===== src/dupc_pkg.sv =====
// Package: constants and types for the DAC update and power control block
package dupc_pkg;
    // Resolution variants
    localparam int unsigned CODE_WIDTH          = 16;
    localparam int unsigned CODE_WIDTH_LOW_RES  = 12;
    // Serial frame lengths in bits
    localparam int unsigned FRAME_BITS          = 24;
    localparam int unsigned FRAME_BITS_CRC      = 32;
    // Reset values
    localparam logic [15:0] CODE_ZERO           = 16'h0000;
    localparam logic [15:0] CODE_MID            = 16'h8000;
    localparam logic [15:0] CODE_MID_LOW_RES    = 16'h0800;
    localparam logic [3:0]  SOFT_RESET_KEY      = 4'hA;
    // Clock and timing
    localparam int unsigned CLK_PERIOD_NS       = 100;
    localparam int unsigned POR_DELAY_US        = 1000;
    localparam int unsigned POR_DELAY_CYCLES    = (POR_DELAY_US * 1000) / CLK_PERIOD_NS;
    localparam int unsigned UPDATE_SPACING_NS   = 2400;
    localparam int unsigned UPDATE_SPACING_CYCLES =
        (UPDATE_SPACING_NS + CLK_PERIOD_NS - 1) / CLK_PERIOD_NS;
    localparam int unsigned POR_CNT_WIDTH       = 16;
    // Power state of the output stage
    typedef enum logic [1:0] {
        DUPC_OUT_ACTIVE,
        DUPC_OUT_CLAMPED,
        DUPC_OUT_SHUTDOWN
    } dupc_out_state_t;
endpackage : dupc_pkg


===== src/dupc_core.sv =====
// Core: data registers, clear, soft reset, thermal latch and power-down control
`timescale 1ns/1ps
module dupc_core #(
    parameter bit          LOW_RES          = 1'b0,
    parameter int unsigned POR_DELAY        = dupc_pkg::POR_DELAY_CYCLES
) (
    // Clock, reset, enable
    input  wire logic        clk,
    input  wire logic        rst_n,
    input  wire logic        clk_en,
    // Decoded frame from the serial front end
    input  wire logic        frame_select_n,
    input  wire logic        frame_crc_mode,
    input  wire logic [5:0]  frame_bit_count,
    input  wire logic        data_write,
    input  wire logic [15:0] data_value,
    input  wire logic        software_clear_trigger,
    input  wire logic [3:0]  soft_reset_field,
    input  wire logic        alarm_clear_trigger,
    // Configuration bits
    input  wire logic        bipolar_range,
    input  wire logic        dac_power_down_bit,
    input  wire logic        device_power_down_bit,
    input  wire logic        reference_power_down_bit,
    input  wire logic        thermal_fault_pin_enable,
    // Temperature comparator
    input  wire logic        over_temperature,
    // Outputs
    output logic [15:0]      buffer_code,
    output logic [15:0]      active_code,
    output logic             amp_enable,
    output logic             output_clamp,
    output logic             reference_enable,
    output logic             thermal_alarm_flag,
    output logic             fault_n,
    output logic             por_busy,
    output logic             trigger_readback,
    output logic             update_strobe
);
    import dupc_pkg::*;

    localparam logic [POR_CNT_WIDTH-1:0] POR_LOAD = POR_CNT_WIDTH'(POR_DELAY);

    // Frame-select edge detection
    logic        sel_prev;
    logic        frame_end;
    logic        frame_valid;

    // Pending frame content captured while frame-select is low
    logic        pend_write;
    logic [15:0] pend_value;
    logic        pend_clear;
    logic        pend_reset;
    logic        pend_alarm_clr;

    // Data path state
    logic [15:0] next_buffer_code;
    logic [15:0] next_active_code;
    logic        next_update_strobe;
    logic        next_trigger_readback;

    // Power, alarm and reset state
    dupc_out_state_t             out_state;
    dupc_out_state_t             next_out_state;
    logic                        next_thermal_alarm_flag;
    logic                        next_fault_n;
    logic                        next_amp_enable;
    logic                        next_output_clamp;
    logic                        next_reference_enable;
    logic [POR_CNT_WIDTH-1:0]    por_count;
    logic [POR_CNT_WIDTH-1:0]    next_por_count;
    logic                        next_por_busy;
    logic                        next_pend_write;
    logic [15:0]                 next_pend_value;
    logic                        next_pend_clear;
    logic                        next_pend_reset;
    logic                        next_pend_alarm_clr;
    logic                        soft_reset;
    logic [15:0]                 clear_code;
    logic [15:0]                 code_mask;

    // Frame counts only with enough bits; extra bits are ignored upstream
    assign frame_end   = ~sel_prev & frame_select_n;
    assign frame_valid = frame_crc_mode ? (frame_bit_count >= 6'(FRAME_BITS_CRC))
                                        : (frame_bit_count >= 6'(FRAME_BITS));
    assign soft_reset  = frame_end & frame_valid & pend_reset;
    assign code_mask   = LOW_RES ? 16'h0FFF : 16'hFFFF;
    assign clear_code  = bipolar_range ? (LOW_RES ? CODE_MID_LOW_RES : CODE_MID)
                                       : CODE_ZERO;

    // Capture of commands during a frame
    always_comb begin
        next_pend_write     = pend_write;
        next_pend_value     = pend_value;
        next_pend_clear     = pend_clear;
        next_pend_reset     = pend_reset;
        next_pend_alarm_clr = pend_alarm_clr;
        if (frame_end || soft_reset) begin
            next_pend_write     = 1'b0;
            next_pend_clear     = 1'b0;
            next_pend_reset     = 1'b0;
            next_pend_alarm_clr = 1'b0;
        end else if (!frame_select_n && !por_busy) begin
            if (data_write) begin
                next_pend_write = 1'b1;
                next_pend_value = data_value & code_mask;
            end
            if (software_clear_trigger) begin
                next_pend_clear = 1'b1;
            end
            if (soft_reset_field == SOFT_RESET_KEY) begin
                next_pend_reset = 1'b1;
            end
            if (alarm_clear_trigger) begin
                next_pend_alarm_clr = 1'b1;
            end
        end
    end

    // Buffer and active data registers
    always_comb begin
        next_buffer_code      = buffer_code;
        next_active_code      = active_code;
        next_update_strobe    = 1'b0;
        next_trigger_readback = 1'b0;
        if (frame_end && frame_valid && !soft_reset) begin
            if (pend_clear) begin
                next_buffer_code   = clear_code;
                next_active_code   = clear_code;
                next_update_strobe = 1'b1;
            end else if (pend_write) begin
                // Accepted regardless of power state
                next_buffer_code   = pend_value;
                next_active_code   = pend_value;
                next_update_strobe = 1'b1;
            end
        end
        if (soft_reset) begin
            next_buffer_code = CODE_ZERO;
            next_active_code = CODE_ZERO;
        end
    end

    // Output stage power, thermal latch and fault pin
    always_comb begin
        next_out_state          = out_state;
        next_thermal_alarm_flag = thermal_alarm_flag;
        if (over_temperature) begin
            next_thermal_alarm_flag = 1'b1;
        end else if (frame_end && frame_valid && pend_alarm_clr && dac_power_down_bit) begin
            next_thermal_alarm_flag = 1'b0;
        end
        case (out_state)
            DUPC_OUT_ACTIVE: begin
                if (next_thermal_alarm_flag) begin
                    next_out_state = DUPC_OUT_SHUTDOWN;
                end else if (dac_power_down_bit || device_power_down_bit) begin
                    next_out_state = DUPC_OUT_CLAMPED;
                end
            end
            DUPC_OUT_CLAMPED: begin
                if (next_thermal_alarm_flag) begin
                    next_out_state = DUPC_OUT_SHUTDOWN;
                end else if (!dac_power_down_bit && !device_power_down_bit && !por_busy) begin
                    next_out_state = DUPC_OUT_ACTIVE;
                end
            end
            DUPC_OUT_SHUTDOWN: begin
                if (!next_thermal_alarm_flag) begin
                    next_out_state = DUPC_OUT_CLAMPED;
                end
            end
            default: begin
                next_out_state = DUPC_OUT_CLAMPED;
            end
        endcase
        if (soft_reset) begin
            next_out_state          = DUPC_OUT_CLAMPED;
            next_thermal_alarm_flag = over_temperature;
        end
        next_amp_enable       = (next_out_state == DUPC_OUT_ACTIVE);
        next_output_clamp     = (next_out_state != DUPC_OUT_ACTIVE);
        // Reference kept on through thermal shutdown
        next_reference_enable = !soft_reset && !reference_power_down_bit
                                && !device_power_down_bit && !por_busy;
        next_fault_n          = !(next_thermal_alarm_flag && thermal_fault_pin_enable);
    end

    // Reset delay counter, restarted by soft reset
    always_comb begin
        next_por_count = por_count;
        if (soft_reset) begin
            next_por_count = POR_LOAD;
        end else if (por_count != '0) begin
            next_por_count = por_count - POR_CNT_WIDTH'(1);
        end
        next_por_busy = (next_por_count != '0);
    end

    always_ff @(posedge clk or negedge rst_n) begin
        if (!rst_n) begin
            sel_prev           <= 1'b1;
            pend_write         <= 1'b0;
            pend_value         <= CODE_ZERO;
            pend_clear         <= 1'b0;
            pend_reset         <= 1'b0;
            pend_alarm_clr     <= 1'b0;
            buffer_code        <= CODE_ZERO;
            active_code        <= CODE_ZERO;
            update_strobe      <= 1'b0;
            trigger_readback   <= 1'b0;
            out_state          <= DUPC_OUT_CLAMPED;
            thermal_alarm_flag <= 1'b0;
            amp_enable         <= 1'b0;
            output_clamp       <= 1'b1;
            reference_enable   <= 1'b0;
            fault_n            <= 1'b1;
            por_count          <= POR_LOAD;
            por_busy           <= 1'b1;
        end else if (clk_en) begin
            sel_prev           <= frame_select_n;
            pend_write         <= next_pend_write;
            pend_value         <= next_pend_value;
            pend_clear         <= next_pend_clear;
            pend_reset         <= next_pend_reset;
            pend_alarm_clr     <= next_pend_alarm_clr;
            buffer_code        <= next_buffer_code;
            active_code        <= next_active_code;
            update_strobe      <= next_update_strobe;
            trigger_readback   <= next_trigger_readback;
            out_state          <= next_out_state;
            thermal_alarm_flag <= next_thermal_alarm_flag;
            amp_enable         <= next_amp_enable;
            output_clamp       <= next_output_clamp;
            reference_enable   <= next_reference_enable;
            fault_n            <= next_fault_n;
            por_count          <= next_por_count;
            por_busy           <= next_por_busy;
        end
    end
endmodule : dupc_core


===== config.mk =====
export PLATFORM = sky130hd
export DESIGN_NAME = dupc_core
export DESIGN_NICKNAME = d
export VERILOG_FILES = /design/src/dupc_pkg.sv /design/src/dupc_core.sv
export SDC_FILE = /design/constraint.sdc
export NUM_CORES = 1
export LEC_CHECK = 0
export ABC_CLOCK_PERIOD_IN_PS = 2450
export BUFFER_PORTS_ARGS = -buffer_cell sky130_fd_sc_hd__buf_2
export CORE_ASPECT_RATIO = 0.5
export CORE_UTILIZATION = 48
export DETAILED_ROUTE_END_ITERATION = 7
export PLACE_DENSITY = 0.76
export SYNTH_ARGS = -nofsm -noshare
export SYNTH_HDL_FRONTEND = slang
export SYNTH_SLANG_ARGS = --single-unit

===== constraint.sdc =====
create_clock -name clk -period 2.45 [get_ports clk]
set_clock_uncertainty 0.1 [all_clocks]
set_input_delay 0.245 -clock clk [delete_from_list [all_inputs] [get_ports clk]]
set_output_delay 0.245 -clock clk [all_outputs]
set_load 0.02 [all_outputs]

==> flow_summary.toml <==
[yosys]
yosysTopAreaCell = "dfrtp_1"
synthCells = 296
mappedNetlistArea_sq_mm = 0.003125
yosys.area.top_type_share = 0.4163
async_flop_share = 1.000
yosys-top-cells-area = "dfrtp_1, dfstp_2, mux2_2"
synth_cell_types = 54
ys_seq_area_frac = 0.5004
syn_avg_cell_area_sq_um = 10.56
synth_nets = 338
synth_warnings = 0
ys.flop_type = "dfrtp_1"
synth_edf_count = 0
ys_seq_elements = 62

[pwr]
p_leak_uw = 0.001973
p_per_area_mw_per_mm2 = 962.7
ir_worst_vdd_mv = 0.5491

[finish]
final_area_sq_mm = 0.004133
fillerInstances = 462
drive_gt1_frac = 0.4582
fin_nets = 432
fin_cells = 483
n_antenna_cell = 0
fin_util = 0.6686
area_delta_synth_final_pct = 32.23

[clock_network]
path_clk_slew_ns = 0.05
numClockSinks = 62
clk_path_buf_depth = 2
clk_latency_ns = 0.33
clockRootBuffer = "clkbuf_16"
htreeDepth = 3
numCtsBuffers = 9
cts_tree = "done"

[timing]
setup_viol = 0
drv_slew = 0
tightest_slew_ns = 0.9415
rsz0062_at_grt = "true"
setup_ws_ns = 0.02560
finalSetupTns_ns = 0
max_freq_mhz = 412.5
period_minus_slack_ns = 2.424
min_period_over_period = 0.9896
max_slew_margin = 0.3689
hold_violations = 0

[die]
start_util = 0.5057
io_pins = 80
fp-row-count = 20
dieHeight_um = 59.06
fp.dieW_um = 116.1
coreArea_sq_mm = 0.006181
die_area_sq_mm = 0.006858

[place]
dpl_cell_area_sq_mm = 0.003681
io_buffers = 75
placedCellCount = 460
dp_hpwl_mm = 5.542
gp_congestion = 0.9222
dp_slack_ns = -0.1477

[setup_path]
ff2ff_path_depth = 6
crit_type = "flop to flop"
rr_endpoint = "por_busy$_DFFE_PN1P_"
cpPeakStageDelay_ns = 0.59
crit_chain = "or4_1, buf_4, o41a_1, nor3_2, o2111ai_1, o31a_1"
r2r_start = "por_count[6]$_DFFE_PN0P_"
crit_required_ns = 2.60
end_kind = "flop"
crit_fanout = 7
reg2reg_slack_ns = 0.03
critical_path.endpoint = "por_busy$_DFFE_PN1P_"
cp_slowest_cell = "or4_1"
cp-startpoint = "por_count[6]$_DFFE_PN0P_"
setup.worst_path.start_class = "flop"
critPathArrivalTime_ns = 2.57

[route]
vias = 2700
antenna_left = 0
post-route-drc-count = 0
wl_per_cell_um = 17.75
first_pass_iters = 4
drt-initial-drc-count = 157
viasPerCell = 5.590
wirelength_mm = 8.575

[global_routing]
grt_most_used_layer = "met2"
grt_use_met1 = 0.3112
grt_pass1_vias = 2697
globalRouteMet3Util = 0.08384
grtUsageMet2 = 0.4660
grt_first_pass_wirelength_mm = 13.47
grt_max_degree = 29
overflow = 0
antenna_found_initial = 0
grtUsageTotal = 0.2646

[min_path]
hold_class = "input pin to flop"

[flow_run]
cap_violations = 0

[outcome]
status = "completed"
-- state kept, by name, summed over array words and instances (netlist names), 2 cells and up --
signal,cells
active_code,16
out_state,2
pend_value,16
por_count,16
-- worst min-delay path by stage --
| stage | depth (start not counted) | startpoint | to | slack, ns |
|---|---|---|---|---|
| finish | 2 | data_value[8] | pend_value[8]$_DFFE_PN0P_ | 0.05 |
| global route | 2 | data_value[8] | pend_value[8]$_DFFE_PN0P_ | 0.04 |
| CTS | 2 | data_value[8] | pend_value[8]$_DFFE_PN0P_ | 0.04 |
| detailed placement | 1 | rst_n | por_count[7]$_DFFE_PN0P_ | 0.11 |
| global placement | 1 | rst_n | por_count[7]$_DFFE_PN0P_ | 0.11 |
| floorplan | 0 | rst_n | active_code[0]$_DFFE_PN0P_ | -0.15 |
-- cells in the mapped netlist, types with 4 or more instances --
cell	n
buf_4	17
clkbuf_1	10
mux2_2	18
o31ai_1	4
a22o_1	19
nor2_1	22
nor4_1	8
inv_1	6
nand2_1	24
a21oi_1	11
xnor2_1	4
or4_1	4
nor3_1	9
o21ai_0	16
dfstp_2	10
dfrtp_1	52
-- report_power, final --
part	switching (uW)	leakage, uW	internal [uW]
Combinational	633	0.00102	525
Clock	454	0.000162	945
Sequential	194	0.000790	1230
-- critical path, delay by kind of cell, from the launching register on --
| family | cells | cell delay [ns] |
|---|---|---|
| AO/OA/AOI/OAI | 3 | 0.92 |
| flip-flops | 1 | 0.39 |
| AND/OR/NAND/NOR | 2 | 0.74 |
| buffers and inverters | 1 | 0.21 |
-- per-stage QoR --
stage	hold slack [ns]	power, uW
2_1_floorplan	-0.1506	2064
3_3_place_gp	0.1080	2387
3_5_place_dp	0.1105	2442
4_1_cts	0.03841	3909
5_1_grt	0.03674	4153
6_report	0.04814	3979
-- cell usage in the layout (no fill, tap or decap), drive strengths merged, types with 3 or more instances in the layout --
master and count:
buf 113, dfrtp 52, nand2 24, nor2 22
a22o 19, mux2 18, o21ai 16, a21oi 11
clkbuf 11, dfstp 10, nor3 10, nor4 9
or4 7, inv 6, xnor2 4, o31ai 4
o21a 3, nand3 3, a31oi 3, xor2 3
mux2i 3, or2 3, o2bb2ai 3, a21o 3
-- logic make-up (layout without fill, tap and decap cells) --
logic type	after synthesis	count (layout)	share of synthesized area
simple gates	92	92	0.1577
buf+inv	38	137	0.07206
mux	21	21	0.07446
fa+ha+maj	2	2	0.008005
flops	62	62	0.5004
other cells	1	1	0.001200
compound gates	73	73	0.1665
xor+xnor	7	7	0.01962
-- what timing repair did --
item,in CTS,in global routing
hold buffers,2,0
setup buffers,2,3
endpoints found under the hold margin,13,0
setup endpoints to repair,2,5
gates resized for setup,5,8
pin swaps,1,2
-- per-layer routing --
layer,routed length [um],up-vias
met5,0,-
met4,218,0
met3,475,28
met2,4383,103
met1,3498,1320
li1,-,1249
-- area by class of cell --
cell class              count  area [sq um]  area share
clock buffers              11         252.7     0.06116
clock inverters             5         81.33     0.01968
inverters                   6         22.52    0.005450
multi-input cells         196          1408      0.3406
flip-flops and latches     62          1565      0.3787
well taps                  88         110.1     0.02664
repair buffers            115         693.2      0.1677
(Power assumes the default switching activity.)
